<file path="config.mk">
export PLATFORM = sky130hd
export DESIGN_NAME = pdr_ctrl_top
export DESIGN_NICKNAME = d
export VERILOG_FILES = /design/src/rtl/pdr_pkg.sv /design/src/rtl/pdr_bus_if.sv /design/src/rtl/pdr_reg_bank.sv /design/src/rtl/pdr_ctrl_top.sv
export SDC_FILE = /design/constraint.sdc
export NUM_CORES = 1
export LEC_CHECK = 0
export ABC_AREA = 1
export BUFFER_PORTS_ARGS = -buffer_cell sky130_fd_sc_hd__buf_2
export CAP_MARGIN = 20
export CORE_UTILIZATION = 25
export CTS_BUF_LIST = sky130_fd_sc_hd__clkbuf_8
export DETAILED_ROUTE_END_ITERATION = 12
export PLACE_DENSITY = 0.37
export SLEW_MARGIN = 20
export SYNTH_ARGS = -nofsm -noshare
export SYNTH_HDL_FRONTEND = slang
export SYNTH_HIERARCHICAL = 1
export SYNTH_SLANG_ARGS = --single-unit
</file>
<file path="constraint.sdc">
create_clock -name clock_in -period 7.15 [get_ports clock_in]
set_input_delay 0.3575 -clock clock_in [delete_from_list [all_inputs] [get_ports clock_in]]
set_output_delay 0.3575 -clock clock_in [all_outputs]
set_load 0.01 [all_outputs]
</file>
<file path="src/rtl/pdr_pkg.sv">
// Constants for the clock-multiplier and converter control bank.
// Assumes a 50 MHz system clock and a slow serial control port.
package pdr_pkg;
  // ----------------------------------------
  // Register addresses
  // ----------------------------------------
  localparam logic [4:0] ADDR_PLL = 5'h04;
  localparam logic [4:0] ADDR_IDAC = 5'h05;
  localparam logic [4:0] ADDR_AUX1 = 5'h06;
  localparam logic [4:0] ADDR_QDAC = 5'h07;
  // ----------------------------------------
  // Serial frame layout
  // ----------------------------------------
  localparam int INSTR_READ_BIT = 7;
  localparam logic [4:0] INSTR_LAST = 5'h07;
  localparam logic [4:0] PLL_LAST = 5'h17;
  localparam logic [4:0] CONV_LAST = 5'h0f;
  // ----------------------------------------
  // Clock-multiplier field positions
  // ----------------------------------------
  localparam int VCOV_HI = 23;
  localparam int VCOV_LO = 21;
  localparam int BW_HI = 20;
  localparam int BW_LO = 16;
  localparam int PLL_EN = 15;
  localparam int VDIV_HI = 14;
  localparam int VDIV_LO = 13;
  localparam int LDIV_HI = 12;
  localparam int LDIV_LO = 11;
  localparam int BIAS_HI = 10;
  localparam int BIAS_LO = 8;
  localparam int BAND_HI = 7;
  localparam int BAND_LO = 2;
  localparam int DRV_HI = 1;
  localparam int DRV_LO = 0;
  // ----------------------------------------
  // Converter field positions
  // ----------------------------------------
  localparam int CONV_SLEEP = 15;
  localparam int CONV_PD = 14;
  localparam int AUX_SIGN = 15;
  localparam int AUX_DIR = 14;
  localparam int AUX_PD = 13;
  localparam int GAIN_HI = 9;
  // ----------------------------------------
  // Writable masks and reset values
  // ----------------------------------------
  localparam logic [23:0] PLL_WR_MASK = 24'h1fffff;
  localparam logic [23:0] CONV_WR_MASK = 24'h00c3ff;
  localparam logic [23:0] AUX_WR_MASK = 24'h00e3ff;
  localparam logic [23:0] PLL_RST = 24'h000000;
  localparam logic [23:0] CONV_RST = 24'h000000;
  localparam logic [23:0] AUX_RST = 24'h000000;
  // ----------------------------------------
  // Codes of note
  // ----------------------------------------
  localparam logic [2:0] VCOV_CENTER = 3'h3;
  localparam logic [4:0] BW_ADVISED = 5'h0f;
  localparam logic [2:0] BIAS_ADVISED = 3'h3;
  localparam logic [1:0] DRV_ADVISED = 2'h3;
  localparam logic [3:0] VDIV_1 = 4'h1;
  localparam logic [3:0] VDIV_2 = 4'h2;
  localparam logic [3:0] VDIV_4 = 4'h4;
  localparam logic [3:0] VDIV_8 = 4'h8;
  localparam logic [4:0] LDIV_2 = 5'h02;
  localparam logic [4:0] LDIV_4 = 5'h04;
  localparam logic [4:0] LDIV_8 = 5'h08;
  localparam logic [4:0] LDIV_16 = 5'h10;
  typedef enum logic [4:0] {
    ST_IDLE = 5'b00001,
    ST_INSTR = 5'b00010,
    ST_LOAD = 5'b00100,
    ST_DATA = 5'b01000,
    ST_DONE = 5'b10000
  } pdr_state_t;
endpackage : pdr_pkg

</file>
<file path="src/rtl/pdr_bus_if.sv">
// Link between the serial engine and the register bank.
// Both ends run on the same system clock.
`timescale 1ns/100ps
interface pdr_bus_if;
  logic wr_stb;
  logic [4:0] addr;
  logic [23:0] wdata;
  logic [2:0] vco_code;
  logic [23:0] rdata;
  logic [23:0] pll_q;
  logic [23:0] idac_q;
  logic [23:0] aux_q;
  logic [23:0] qdac_q;
  modport master (
    output wr_stb, addr, wdata, vco_code,
    input rdata, pll_q, idac_q, aux_q, qdac_q
  );
  modport slave (
    input wr_stb, addr, wdata, vco_code,
    output rdata, pll_q, idac_q, aux_q, qdac_q
  );
endinterface : pdr_bus_if

</file>
<file path="src/rtl/pdr_reg_bank.sv">
// Storage for the four analog control registers and their readback.
// Assumes write strobes and synchronised inputs from the serial engine.
`timescale 1ns/100ps
module pdr_reg_bank
  import pdr_pkg::*;
(
  input wire logic clock_in,
  input wire logic rst_in,
  pdr_bus_if.slave bus
);
  import pdr_pkg::*;

  logic [23:0] pll_r;
  logic [23:0] idac_r;
  logic [23:0] aux_r;
  logic [23:0] qdac_r;
  logic wr_pll;
  logic wr_idac;
  logic wr_aux;
  logic wr_qdac;
  logic [23:0] pll_view;

  // ----------------------------------------
  // Decode
  // ----------------------------------------
  assign wr_pll = bus.wr_stb && (bus.addr == ADDR_PLL);
  assign wr_idac = bus.wr_stb && (bus.addr == ADDR_IDAC);
  assign wr_aux = bus.wr_stb && (bus.addr == ADDR_AUX1);
  assign wr_qdac = bus.wr_stb && (bus.addr == ADDR_QDAC);
  assign pll_view = {bus.vco_code, pll_r[BW_HI:0]};

  // ----------------------------------------
  // Storage
  // ----------------------------------------
  // reserved bits masked off
  always_ff @(posedge clock_in or posedge rst_in) begin
    if (rst_in) begin
      pll_r <= PLL_RST;
      idac_r <= CONV_RST;
      aux_r <= AUX_RST;
      qdac_r <= CONV_RST;
    end else begin
      if (wr_pll) pll_r <= bus.wdata & PLL_WR_MASK;
      if (wr_idac) idac_r <= bus.wdata & CONV_WR_MASK;
      if (wr_aux) aux_r <= bus.wdata & AUX_WR_MASK;
      if (wr_qdac) qdac_r <= bus.wdata & CONV_WR_MASK;
    end
  end

  // ----------------------------------------
  // Readback
  // ----------------------------------------
  // read back last written, except PLL top three bits show the synced tune code
  assign bus.rdata = (bus.addr == ADDR_PLL) ? pll_view :
                     (bus.addr == ADDR_IDAC) ? idac_r :
                     (bus.addr == ADDR_AUX1) ? aux_r :
                     (bus.addr == ADDR_QDAC) ? qdac_r : 24'h000000;
  assign bus.pll_q = pll_r;
  assign bus.idac_q = idac_r;
  assign bus.aux_q = aux_r;
  assign bus.qdac_q = qdac_r;
endmodule : pdr_reg_bank

</file>
<file path="src/rtl/pdr_ctrl_top.sv">
// Serial control port and analog control outputs for the clock
// multiplier, the in-phase, quadrature and first auxiliary converters.
// Assumes serial pins from outside the clock domain, slower than clock/8.
//
// How it works
// - VCO voltage code read only, 011 centered
// - Loop bandwidth field, larger means lower
// - Enable picks multiplier over reference clock
// - Oscillator divider codes give 1,2,4,8
// - Loop divider codes give 2,4,8,16
// - Three-bit oscillator bias current field
// - Band select passed straight to oscillator
// - Two-bit oscillator drive strength field
// - In-phase sleep bit, default active
// - In-phase power-down bit, default active
// - In-phase ten-bit gain, four reserved above
// - Aux sign bit chooses active pin
// - Aux direction bit: source or sink
// - Aux power-down bit, three reserved below
// - Aux ten-bit data code to converter
// - Quadrature sleep bit, default active
// - Quadrature power-down bit, default active
// - Quadrature ten-bit gain, four reserved above
// - Converter registers two bytes, wired out
// - Multiplier register three bytes, wired out
`timescale 1ns/100ps
module pdr_ctrl_top
  import pdr_pkg::*;
(
  input wire logic clock_in,
  input wire logic rst_in,
  input wire logic spi_sclk_in,
  input wire logic spi_cs_n_in,
  input wire logic spi_sdi_in,
  output logic spi_sdo_out,
  output logic spi_sdo_oe_out,
  input wire logic [2:0] vco_tune_code_in,
  output logic vco_centered_out,
  output logic [4:0] pll_loop_bw_out,
  output logic pll_enable_out,
  output logic ref_clock_direct_out,
  output logic [1:0] vco_div_code_out,
  output logic [3:0] vco_div_ratio_out,
  output logic [1:0] loop_div_code_out,
  output logic [4:0] loop_div_ratio_out,
  output logic [2:0] vco_bias_out,
  output logic [5:0] vco_band_out,
  output logic [1:0] vco_drive_out,
  output logic i_sleep_out,
  output logic i_pd_out,
  output logic i_active_out,
  output logic [9:0] i_gain_out,
  output logic aux1_pos_pin_en_out,
  output logic aux1_neg_pin_en_out,
  output logic aux1_sink_out,
  output logic aux1_pd_out,
  output logic [9:0] aux1_data_out,
  output logic q_sleep_out,
  output logic q_pd_out,
  output logic q_active_out,
  output logic [9:0] q_gain_out
);
  import pdr_pkg::*;

  pdr_bus_if bus ();

  // ----------------------------------------
  // Pin synchronisers
  // ----------------------------------------
  logic sclk_s1;
  logic sclk_s2;
  logic sclk_s3;
  logic cs_n_s1;
  logic cs_n_s2;
  logic sdi_s1;
  logic sdi_s2;
  logic [2:0] vco_s1;
  logic [2:0] vco_s2;
  logic [2:0] vco_s3;
  logic [2:0] vco_q;

  // Bits sync one by one; a word is kept only when two samples agree
  always_ff @(posedge clock_in or posedge rst_in) begin
    if (rst_in) begin
      sclk_s1 <= 1'b0;
      sclk_s2 <= 1'b0;
      sclk_s3 <= 1'b0;
      cs_n_s1 <= 1'b1;
      cs_n_s2 <= 1'b1;
      sdi_s1 <= 1'b0;
      sdi_s2 <= 1'b0;
      vco_s1 <= 3'h0;
      vco_s2 <= 3'h0;
      vco_s3 <= 3'h0;
      vco_q <= 3'h0;
    end else begin
      sclk_s1 <= spi_sclk_in;
      sclk_s2 <= sclk_s1;
      sclk_s3 <= sclk_s2;
      cs_n_s1 <= spi_cs_n_in;
      cs_n_s2 <= cs_n_s1;
      sdi_s1 <= spi_sdi_in;
      sdi_s2 <= sdi_s1;
      vco_s1 <= vco_tune_code_in;
      vco_s2 <= vco_s1;
      vco_s3 <= vco_s2;
      if (vco_s2 == vco_s3) vco_q <= vco_s2;
    end
  end

  // ----------------------------------------
  // Frame decode
  // ----------------------------------------
  pdr_state_t state_r;
  pdr_state_t state_nxt;
  logic [4:0] cnt_r;
  logic [4:0] cnt_nxt;
  logic [23:0] sh_in_r;
  logic [23:0] sh_out_r;
  logic [23:0] sh_out_nxt;
  logic rd_r;
  logic rd_nxt;
  logic [4:0] addr_r;
  logic [4:0] addr_nxt;
  logic wr_stb_r;
  logic wr_stb_nxt;
  logic [23:0] wdata_r;

  logic sclk_rise;
  logic cs_act;
  logic [23:0] sh_in_next;
  logic addr_is_pll;
  logic addr_mapped;
  logic [4:0] data_last;
  logic instr_done;
  logic data_done;
  logic [23:0] rd_aligned;

  assign sclk_rise = sclk_s2 & ~sclk_s3;
  assign cs_act = ~cs_n_s2;
  assign sh_in_next = {sh_in_r[22:0], sdi_s2};
  assign addr_is_pll = (addr_r == ADDR_PLL);
  assign addr_mapped = addr_is_pll || (addr_r == ADDR_IDAC) ||
                       (addr_r == ADDR_AUX1) || (addr_r == ADDR_QDAC);
  assign data_last = addr_is_pll ? PLL_LAST : CONV_LAST;
  assign instr_done = sclk_rise && (cnt_r == INSTR_LAST);
  assign data_done = sclk_rise && (cnt_r == data_last);
  // Short registers sit left aligned so the MSB leaves first
  assign rd_aligned = addr_is_pll ? bus.rdata : {bus.rdata[15:0], 8'h00};

  // ----------------------------------------
  // Frame state machine
  // ----------------------------------------
  always_comb begin
    state_nxt = state_r;
    cnt_nxt = cnt_r;
    rd_nxt = rd_r;
    addr_nxt = addr_r;
    sh_out_nxt = sh_out_r;
    wr_stb_nxt = 1'b0;
    case (state_r)
      ST_IDLE: begin
        cnt_nxt = 5'h00;
        if (cs_act) begin
          state_nxt = ST_INSTR;
        end
      end
      ST_INSTR: begin
        if (sclk_rise) begin
          cnt_nxt = cnt_r + 5'h01;
        end
        if (instr_done) begin
          rd_nxt = sh_in_next[INSTR_READ_BIT];
          addr_nxt = sh_in_next[4:0];
          cnt_nxt = 5'h00;
          state_nxt = ST_LOAD;
        end
      end
      ST_LOAD: begin
        // Unmapped reads shift out zeros
        sh_out_nxt = rd_aligned;
        state_nxt = ST_DATA;
      end
      ST_DATA: begin
        if (sclk_rise) begin
          cnt_nxt = cnt_r + 5'h01;
          sh_out_nxt = {sh_out_r[22:0], 1'b0};
        end
        if (data_done) begin
          // Writes to unmapped addresses vanish
          wr_stb_nxt = ~rd_r & addr_mapped;
          state_nxt = ST_DONE;
        end
      end
      ST_DONE: begin
        // Extra clocks ignored until chip select drops
        cnt_nxt = 5'h00;
      end
      default: begin
        state_nxt = ST_IDLE;
      end
    endcase
    // Abort: partial frames never write
    if (!cs_act) begin
      state_nxt = ST_IDLE;
      wr_stb_nxt = 1'b0;
    end
  end

  always_ff @(posedge clock_in or posedge rst_in) begin
    if (rst_in) begin
      state_r <= ST_IDLE;
      cnt_r <= 5'h00;
      rd_r <= 1'b0;
      addr_r <= 5'h00;
      sh_out_r <= 24'h000000;
      wr_stb_r <= 1'b0;
    end else begin
      state_r <= state_nxt;
      cnt_r <= cnt_nxt;
      rd_r <= rd_nxt;
      addr_r <= addr_nxt;
      sh_out_r <= sh_out_nxt;
      wr_stb_r <= wr_stb_nxt;
    end
  end

  always_ff @(posedge clock_in or posedge rst_in) begin
    if (rst_in) begin
      sh_in_r <= 24'h000000;
      wdata_r <= 24'h000000;
    end else begin
      if (sclk_rise) sh_in_r <= sh_in_next;
      if (data_done) wdata_r <= sh_in_next;
    end
  end

  // ----------------------------------------
  // Serial output
  // ----------------------------------------
  assign spi_sdo_out = sh_out_r[23];
  assign spi_sdo_oe_out = rd_r && (state_r == ST_DATA);

  // ----------------------------------------
  // Register bank
  // ----------------------------------------
  assign bus.wr_stb = wr_stb_r;
  assign bus.addr = addr_r;
  assign bus.wdata = wdata_r;
  assign bus.vco_code = vco_q;

  pdr_reg_bank u_bank (
    .clock_in(clock_in),
    .rst_in(rst_in),
    .bus(bus)
  );

  // ----------------------------------------
  // Divider decode
  // ----------------------------------------
  logic [1:0] vdiv_code;
  logic [1:0] ldiv_code;
  logic [3:0] vdiv_ratio;
  logic [4:0] ldiv_ratio;

  assign vdiv_code = bus.pll_q[VDIV_HI:VDIV_LO];
  assign ldiv_code = bus.pll_q[LDIV_HI:LDIV_LO];
  assign vdiv_ratio = (vdiv_code == 2'h0) ? VDIV_1 :
                      (vdiv_code == 2'h1) ? VDIV_2 :
                      (vdiv_code == 2'h2) ? VDIV_4 : VDIV_8;
  assign ldiv_ratio = (ldiv_code == 2'h0) ? LDIV_2 :
                      (ldiv_code == 2'h1) ? LDIV_4 :
                      (ldiv_code == 2'h2) ? LDIV_8 : LDIV_16;

  // ----------------------------------------
  // Analog control outputs
  // ----------------------------------------
  // Outputs are decoded from stored fields, one cycle behind the bank; the centered flag comes from the tune synchronisers
  always_ff @(posedge clock_in or posedge rst_in) begin
    if (rst_in) begin
      vco_centered_out <= 1'b0;
      pll_loop_bw_out <= 5'h00;
      pll_enable_out <= 1'b0;
      ref_clock_direct_out <= 1'b1;
      vco_div_code_out <= 2'h0;
      vco_div_ratio_out <= VDIV_1;
      loop_div_code_out <= 2'h0;
      loop_div_ratio_out <= LDIV_2;
      vco_bias_out <= 3'h0;
      vco_band_out <= 6'h00;
      vco_drive_out <= 2'h0;
    end else begin
      vco_centered_out <= (vco_s2 == VCOV_CENTER) && (vco_s3 == VCOV_CENTER);
      pll_loop_bw_out <= bus.pll_q[BW_HI:BW_LO];
      pll_enable_out <= bus.pll_q[PLL_EN];
      ref_clock_direct_out <= ~bus.pll_q[PLL_EN];
      vco_div_code_out <= vdiv_code;
      vco_div_ratio_out <= vdiv_ratio;
      loop_div_code_out <= ldiv_code;
      loop_div_ratio_out <= ldiv_ratio;
      vco_bias_out <= bus.pll_q[BIAS_HI:BIAS_LO];
      vco_band_out <= bus.pll_q[BAND_HI:BAND_LO];
      vco_drive_out <= bus.pll_q[DRV_HI:DRV_LO];
    end
  end

  always_ff @(posedge clock_in or posedge rst_in) begin
    if (rst_in) begin
      i_sleep_out <= 1'b0;
      i_pd_out <= 1'b0;
      i_active_out <= 1'b1;
      i_gain_out <= 10'h000;
      q_sleep_out <= 1'b0;
      q_pd_out <= 1'b0;
      q_active_out <= 1'b1;
      q_gain_out <= 10'h000;
    end else begin
      i_sleep_out <= bus.idac_q[CONV_SLEEP];
      i_pd_out <= bus.idac_q[CONV_PD];
      i_active_out <= ~(bus.idac_q[CONV_SLEEP] | bus.idac_q[CONV_PD]);
      i_gain_out <= bus.idac_q[GAIN_HI:0];
      q_sleep_out <= bus.qdac_q[CONV_SLEEP];
      q_pd_out <= bus.qdac_q[CONV_PD];
      q_active_out <= ~(bus.qdac_q[CONV_SLEEP] | bus.qdac_q[CONV_PD]);
      q_gain_out <= bus.qdac_q[GAIN_HI:0];
    end
  end

  always_ff @(posedge clock_in or posedge rst_in) begin
    if (rst_in) begin
      aux1_pos_pin_en_out <= 1'b1;
      aux1_neg_pin_en_out <= 1'b0;
      aux1_sink_out <= 1'b0;
      aux1_pd_out <= 1'b0;
      aux1_data_out <= 10'h000;
    end else begin
      aux1_pos_pin_en_out <= ~bus.aux_q[AUX_SIGN];
      aux1_neg_pin_en_out <= bus.aux_q[AUX_SIGN];
      aux1_sink_out <= bus.aux_q[AUX_DIR];
      aux1_pd_out <= bus.aux_q[AUX_PD];
      aux1_data_out <= bus.aux_q[GAIN_HI:0];
    end
  end
endmodule : pdr_ctrl_top

</file>
==> results.toml, run 1 <==
[floorplanning]
die_w_um = 193
core_mm2 = 0.0357
rows = 69
die_h_um = 193
dieArea_mm2 = 0.0371
start_util_pct = 25.5
pin_count = 82

[finish]
drive_gt1_share_pct = 18.9
fin_cells = 1529
antenna_cells = 0
nets = 1043
layout_common_cells = "260 x nand2_1, 221 x dfrtp_1, 115 x inv_1"
syn_to_final_growth_pct = 19.7
final_common_cell = "nand2_1"

[setup_path]
arrival_ns = 3.54
crit_required_ns = 7.65
path_class = "flop to flop"
cp_max_fo = 45
end_kind = "flop"
startpoint_type = "flop"

[sta]
tightest_slew_ns = 0.963
max_freq_mhz = 329
setup_viol = 0
rsz0062_at_grt = "false"
fin_skew_ns = 0.0318
drv_slew = 0
setup_tns_ns = 0
period_needed_ns = 3.04
timing.slew.headroom_pct = 35.6
fin_crit_sh_pct = 42.5
final_hold_viol_count = 0

[yosys]
syn_avg_cell_area_um2 = 9.68
ys_warn_count = 6
syn_nets = 948
syn_area_mm2 = 0.00909
netlist_instances = 939

[placement]
dp.cells = 1443
port_buffers = 80
routabilityCongestion = 0.776
dpl.hpwl_mm = 15.5

[global_routing]
grt.met3_usage_pct = 3.15
use_met1_pct = 18.7
track_usage_pct = 13.3
met2_usage_pct = 19.6
grt_pass1_vias = 6393
grt_pass1_wl_mm = 37.6
grt.busiest_layer = "met2"
gr-total-overflow = 0
grt_antenna_before_repair = 0
grt_max_degree = 99

[clock_tree]
cts_resized = 0
htreeDepth = 2
clkTransAtPathRegs_ns = 0.06
cts_num_sinks = 230
ctsLongestPathBuffers = 3
cts_made_buffers = 43
cts_tree = "built"
clkLatencyLatePin_ns = 0.59
root_buffer = "clkbuf_8"

[detailed_routing]
wire_per_inst_um = 15.4
viasPerCell = 4.23
ant_nets = 0
drc = 22
drtIter0Drc = 418
wl_mm = 23.6
vias = 6461
first_pass_iters = 9

[status]
outcome = "complete, but fails checks"
failed_checks = "DRC"

[power_and_ir_drop]
cellPowerDensity_mw_per_mm2 = 267
power.leakage_nw = 5.28
power_mw = 2.91
irDropWorstVdd_mv = 0.132

[flow_run]
cap_violations = 0

[worst_hold_path]
hold_class = "flop to flop"
-- power breakdown --
group,internal (mW),switching (mW)
Clock,0.766,0.572
Combinational,0.0527,0.136
Sequential,1.35,0.0337
Total,2.17,0.742
-- final cells by class --
cell class | instances | area [µm²]
multi-input cells | 560 | 2690
well taps | 461 | 577
fillers | 3787 | 24800
repair buffers | 94 | 527
inverters | 105 | 399
clock buffers | 55 | 757
flip-flops and latches | 230 | 5770
clock inverters | 24 | 163
-- timing repair --
| item | 4_1_cts | 5_1_grt |
|---|---|---|
| setup buffers | 0 | 0 |
| hold endpoints to repair | 28 | 0 |
| hold buffers | 7 | 0 |
-- per-layer routing --
metal | up-vias | wire length, µm
met5 | - | 0
met4 | 0 | 452
met3 | 33 | 1190
met2 | 139 | 10400
met1 | 3058 | 11600
li1 | 3231 | -
-- registers in the layout, summed over array words and instances (netlist names), 5 cells and up --
signal,count
addr_r,5
aux1_data_out,10
bus.wdata,21
cnt_r,5
i_gain_out,10
pll_loop_bw_out,5
q_gain_out,10
sh_in_r,20
sh_out_r,24
state_r,5
u_bank/bus.aux_q,13
u_bank/bus.idac_q,12
u_bank/bus.pll_q,21
u_bank/bus.qdac_q,12
vco_band_out,6
-- worst paths after layout --
check                                            from                 endpoint  slack (ns)  cells after the start
worst min-delay path                 sdi_s1$_DFF_PP0_         sdi_s2$_DFF_PP0_        0.35                      0
worst max-delay path            addr_r[0]$_DFFE_PP0P_   state_r[0]$_DFFE_PP1P_        4.11                      7
worst min register to register       sdi_s1$_DFF_PP0_         sdi_s2$_DFF_PP0_        0.35                      0
max in group asynchronous                      rst_in     cnt_r[0]$_DFFE_PP0P_        5.39                      4
worst max register to register  addr_r[0]$_DFFE_PP0P_   state_r[0]$_DFFE_PP1P_        4.11                      7
min in group asynchronous                      rst_in  i_gain_out[6]$_DFF_PP0_        0.52                      3
-- stage by stage --
step / hold WS (ns) / area (µm²) / utilization, % / setup slack, ns
final: 0.349 / 10900 / 30.5 / 4.11
after global routing: 0.350 / 10900 / 30.5 / 3.77
after CTS: 0.349 / 10900 / 30.5 / 4.06
after detailed placement: 0.337 / 9890 / 27.7 / 4.10
after global placement: 0.335 / 9890 / 27.7 / 4.19
after floorplan: 0.331 / 9090 / - / 2.15
-- critical path: stages (launching register included) --
cell     delay, ns
dfrtp_1       0.64
nor2_2        0.74
nand2_4       0.26
nand2_1       0.14
nand3_2       0.68
nand2_1       0.28
nand2_1       0.10
nor2_1        0.11
(Power assumes the default switching activity.)
==> run 2, diff against run 1 <==
--- a/config.mk
+++ b/config.mk
@@ -11,7 +11,7 @@
 export CORE_UTILIZATION = 25
 export CTS_BUF_LIST = sky130_fd_sc_hd__clkbuf_8
 export DETAILED_ROUTE_END_ITERATION = 12
-export PLACE_DENSITY = 0.37
+export PLACE_DENSITY = 0.38
 export SLEW_MARGIN = 20
 export SYNTH_ARGS = -nofsm -noshare
 export SYNTH_HDL_FRONTEND = slang
==> constraint.sdc (replaced) <==
create_clock -name clock_in -period 2.6 [get_ports clock_in]
set_input_delay 0.13 -clock clock_in [delete_from_list [all_inputs] [get_ports clock_in]]
set_output_delay 0.13 -clock clock_in [all_outputs]
set_load 0.01 [all_outputs]
==> run 2 against run 1 <==
Net effect: the flow still finishes with violations (DRC); sequential share of layout area down 0.75 points; design area up 1.4%; maximum frequency up 43%; via count up 1.5%; wire length down 0.96%; clock power rose to 2.8 times the previous value; critical endpoint is now sh_out_r[23]$_DFFE_PP0P_; largest cell class unchanged.
==> results.toml, run 2 (synthesis results as in run 1) <==
[floorplanning]
dieArea_mm2 = 0.0371
die_h_um = 193
rows = 69
start_util_pct = 25.5
pin_count = 82
die_w_um = 193
core_mm2 = 0.0357

[detailed_routing]
viasPerCell = 4.26
wire_per_inst_um = 15.2
first_pass_iters = 9
ant_nets = 0
vias = 6560
drtIter0Drc = 461
wl_mm = 23.4
drc = 12

[finish]
largest_reg_flops = 24
final_common_cell = "nand2_1"
fillers = 3706
syn_to_final_growth_pct = 21.5
antenna_cells = 0
fin_cells = 1541
drive_gt1_share_pct = 19.9
layout_common_cells = "260 x nand2_1, 221 x dfrtp_1, 114 x inv_1"
nets = 1054
final_util_pct = 31.0
top_register = "sh_out_r"

[setup_path]
cp_slowest_cell = "dfrtp_1"
end_kind = "flop"
reg2reg_from = "addr_r[0]$_DFFE_PP0P_"
startpoint_type = "flop"
cp_max_fo = 17
path_class = "flop to flop"
worstReg2RegEnd = "sh_out_r[23]$_DFFE_PP0P_"
worstRegToRegCells = 7
slowest_delay_ns = 0.60
path_depth = 7
rrSetupSlack_ns = 0.47
crit_buf_inv = 0
path_cells = "nor2_4 > nand2_1 > nor2_1 > nand3_1 > nand3_1 > o211ai_1 > nand2_1"
arrival_ns = 2.61
cp_top_family = "simple AND/OR/NAND/NOR gates"
crit_required_ns = 3.08

[sta]
rsz0062_at_grt = "false"
fin_crit_sh_pct = 82.0
setup_tns_ns = 0
period_needed_ns = 2.13
fin_skew_ns = 0.0186
drv_slew = 0
max_freq_mhz = 469
timing.slew.headroom_pct = 46.9
tightest_slew_ns = 0.795
worst_hold_slack_ns = 0.175
setup_viol = 0
final_hold_viol_count = 0

[clock_tree]
cts_made_buffers = 43
htreeDepth = 2
root_buffer = "clkbuf_8"
cts_resized = 0
cts_num_sinks = 230
clkLatencyLatePin_ns = 0.56
clkTransAtPathRegs_ns = 0.06
cts_tree = "built"
ctsLongestPathBuffers = 3

[worst_hold_path]
hold_class = "input pin to asynchronous set/reset pin"

[global_routing]
track_usage_pct = 13.2
grt_pass1_wl_mm = 38.0
grt_antenna_before_repair = 1
grt_max_degree = 66
gr-total-overflow = 0
grt_pass1_vias = 6519

[status]
failed_checks = "DRC"
outcome = "complete, but fails checks"

[power_and_ir_drop]
switchingPower_mw = 2.07
p_comb_share_pct = 6.7
power_mw = 8.08
irDropWorstVdd_mv = 0.250
swShare_pct = 25.7
cellPowerDensity_mw_per_mm2 = 732
p_int_mw = 6.00
power.leakage_nw = 5.36
clkPwrFrac_pct = 46.3
seqPwrFrac_pct = 47.0

[flow_run]
cap_violations = 0

[placement]
port_buffers = 80
dpl.hpwl_mm = 16.1
dp.cells = 1454
routabilityCongestion = 0.778
## run 2: cell types whose count changed in the layout (fill, tap and decap cells not counted), sizes merged
cell      previous run  this run
bufinv               2         3
clkinvlp             1         2
clkbuf              55        52
buf                 87        98
clkinv               7         9
## run 2: worst max path at each step
stage / start / end / slack (ns)
after floorplan: rst_in / addr_r[0]$_DFFE_PP0P_ / 0.28
after global placement: addr_r[0]$_DFFE_PP0P_ / u_bank/bus.qdac_q[3]$_DFFE_PP0P_ / 0.53
after detailed placement: addr_r[0]$_DFFE_PP0P_ / sh_out_r[23]$_DFFE_PP0P_ / 0.47
after CTS: state_r[1]$_DFFE_PP0P_ / spi_sdo_oe_out / 0.38
after global routing: addr_r[0]$_DFFE_PP0P_ / sh_out_r[17]$_DFFE_PP0P_ / 0.22
final: addr_r[0]$_DFFE_PP0P_ / sh_out_r[23]$_DFFE_PP0P_ / 0.47
## run 2: layout make-up
cell class                      instances  area [µm²]  area share, %
Multi-Input combinational cell        560        2690           24.4
Tap cell                              461         577           5.23
Clock inverter                         28         220           2.00
Timing Repair Buffer                  105         668           6.05
Clock buffer                           52         716           6.48
Inverter                              105         398           3.60
Sequential cell                       230        5770           52.2
## run 2: power groups by stage
stage	Sequential (mW)	Clock [mW]	Combinational [mW]
3_5_place_dp	3.86	0	0.539
5_1_grt	3.82	4.04	0.634
6_report	3.80	3.74	0.538
2_1_floorplan	3.84	0	0.383
4_1_cts	3.80	3.90	0.551
3_3_place_gp	3.86	0	0.540
## run 2: routing by layer
metal  global-route usage [%]  up-vias  wire, µm
met5                        0        -         0
met4                     4.09        0       414
li1                         -     3257         -
met1                     18.9     3133     11600
met2                     19.9      140     10300
met3                     2.82       30      1060
## run 2: worst min-delay path, cell delays in order
cell	delay (ns)
dlygate4sd3_1	0.53
buf_2	0.15
clkinvlp_4	0.36
## run 2: metrics by stage
step	area (µm²)	setup WS, ns
finish	11000	0.468
global route	11000	0.216
CTS	11000	0.376
detailed placement	10000	0.470
global placement	10000	0.532
floorplan	9090	0.281
## run 2: what timing repair did
| item | in CTS | in global routing |
|---|---|---|
| endpoints found under the hold margin | 70 | 0 |
| buffers inserted | 0 | 0 |
| hold buffers | 7 | 0 |
==> run 3, diff against run 2 <==
--- a/config.mk
+++ b/config.mk
@@ -11,7 +11,7 @@
 export CORE_UTILIZATION = 25
 export CTS_BUF_LIST = sky130_fd_sc_hd__clkbuf_8
 export DETAILED_ROUTE_END_ITERATION = 12
-export PLACE_DENSITY = 0.38
+export PLACE_DENSITY = 0.37
 export SLEW_MARGIN = 20
 export SYNTH_ARGS = -nofsm -noshare
 export SYNTH_HDL_FRONTEND = slang
==> constraint.sdc (replaced) <==
create_clock -name clock_in -period 2.2 [get_ports clock_in]
set_input_delay 0.11 -clock clock_in [delete_from_list [all_inputs] [get_ports clock_in]]
set_output_delay 0.11 -clock clock_in [all_outputs]
set_load 0.01 [all_outputs]
==> run 3 against run 2 <==
Net effect: the run still ends with DRC left; final cell count grew 0.19%; wire length increased by 0.20%; clock power rose by 28%; design area increased by 1.1%; utilization is 0.35 points higher; via count barely moved; count of clock-buffer cells in the layout grew 2; worst setup slack got worse by 0.31 ns; sequential share of layout area down 0.58 points; die area unchanged; worst hold slack got worse by 0.0091 ns; critical endpoint is now spi_sdo_oe_out.
==> results.toml, run 3 (synthesis results as in run 1) <==
[status]
failed_checks = "DRC"
outcome = "complete, but fails checks"

[finish]
final_common_cell = "nand2_1"
syn_to_final_growth_pct = 22.8
antenna_cells = 0
design_area_mm2 = 0.0112
largest_reg_flops = 24
drive_gt1_share_pct = 20.5
top_register = "sh_out_r"
fillers = 3728
fin_cells = 1544
nets = 1059
layout_common_cells = "259 x nand2_1, 221 x dfrtp_1, 112 x inv_1"

[floorplanning]
core_mm2 = 0.0357
die_h_um = 193
start_util_pct = 25.5
pin_count = 82
dieArea_mm2 = 0.0371
die_w_um = 193
rows = 69

[placement]
dp.cells = 1458
routabilityCongestion = 0.752
post_dp_cell_area_mm2 = 0.0101
port_buffers = 80
dpl.hpwl_mm = 15.9

[global_routing]
grt_antenna_before_repair = 0
grt.met3_usage_pct = 2.82
grt_pass1_vias = 6424
grt_max_degree = 115
met2_usage_pct = 19.6
gr-total-overflow = 0
grt_pass1_wl_mm = 37.6
track_usage_pct = 13.2
use_met1_pct = 18.8
grt.busiest_layer = "met2"

[clock_tree]
cts_setup_buffers = 0
cts_made_buffers = 44
cts_num_sinks = 230
root_buffer = "clkbuf_8"
clkTransAtPathRegs_ns = 0.05
htreeDepth = 2
clkLatencyLatePin_ns = 0.57
cts_tree = "built"
ctsLongestPathBuffers = 3

[detailed_routing]
vias = 6556
viasPerCell = 4.25
drtIter0Drc = 479
drc = 18
wl_mm = 23.4
wire_per_inst_um = 15.2
ant_nets = 0
first_pass_iters = 9

[setup_path]
cp_max_fo = 41
startpoint_type = "flop"
crit_required_ns = 2.09
path_class = "flop to output port"
arrival_ns = 1.93
end_kind = "output port"

[sta]
final_hold_viol_count = 0
period_needed_ns = 2.04
setup_viol = 0
rsz0062_at_grt = "false"
timing.slew.headroom_pct = 54.6
fin_crit_sh_pct = 92.9
drv_slew = 0
setup_tns_ns = 0
max_freq_mhz = 489
fin_skew_ns = 0.0237
tightest_slew_ns = 0.681

[power_and_ir_drop]
power.leakage_nw = 5.41
power_mw = 9.92
irDropWorstVdd_mv = 0.301
cellPowerDensity_mw_per_mm2 = 888

[flow_run]
cap_violations = 0

[worst_hold_path]
hold_class = "input pin to asynchronous set/reset pin"
## run 3: metrics by stage
step                      hold WS, ns  setup WS [ns]  utilization [%]
after floorplan                 0.114        -0.0993                -
after global routing            0.149         0.0102             31.3
after detailed placement        0.219          0.252             28.3
after CTS                       0.131         0.0806             31.3
final                           0.166          0.155             31.3
after global placement          0.220          0.307             28.3
## run 3: layer usage
| layer | vias up | wire length [µm] |
|---|---|---|
| li1 | 3262 | - |
| met1 | 3101 | 11400 |
| met2 | 154 | 10300 |
| met3 | 39 | 1210 |
| met4 | 0 | 514 |
| met5 | - | 0 |
## run 3: critical path, cell delays in order, from the launching register on
cell,delay (ns)
dfrtp_1,0.41
nor2_4,0.19
nand4_1,0.19
buf_12,0.23
nor2_2,0.18
buf_2,0.17
## run 3: layout make-up
cell class | instances | area, µm² | area share, %
Clock buffer | 54 | 743 | 6.66
Clock inverter | 25 | 269 | 2.41
Inverter | 105 | 398 | 3.56
Multi-Input combinational cell | 560 | 2700 | 24.2
Sequential cell | 230 | 5770 | 51.7
Tap cell | 461 | 577 | 5.17
Timing Repair Buffer | 109 | 711 | 6.37
## run 3: timing repair
action,in CTS,in global routing
resized for setup,1,1
hold endpoints to repair,232,0
pin swaps,0,0
endpoints found under the setup margin,1,1
hold buffers,7,0
## run 3: path summary, 6_finish.rpt
check	endpoint	cells past startpoint	slack, ns	from
min reg2reg	vco_s2[2]$_DFF_PP0_	0	0.34	vco_s1[2]$_DFF_PP0_
max reg2reg	sh_out_r[10]$_DFFE_PP0P_	9	0.35	addr_r[4]$_DFFE_PP0P_
min in group clock_in	sdi_s1$_DFF_PP0_	2	0.18	spi_sdi_in
max	spi_sdo_oe_out	5	0.16	state_r[1]$_DFFE_PP0P_
max in group asynchronous	loop_div_code_out[1]$_DFF_PP0_	4	1.34	rst_in
min	u_bank/bus.idac_q[3]$_DFFE_PP0P_	4	0.17	rst_in
## run 3: where the power goes
part / internal, mW / switching [mW] / leakage (nW)
Clock: 2.93 / 1.87 / 0.558
Sequential: 4.38 / 0.114 / 3.13
Combinational: 0.183 / 0.436 / 1.72
Total: 7.49 / 2.42 / 5.41
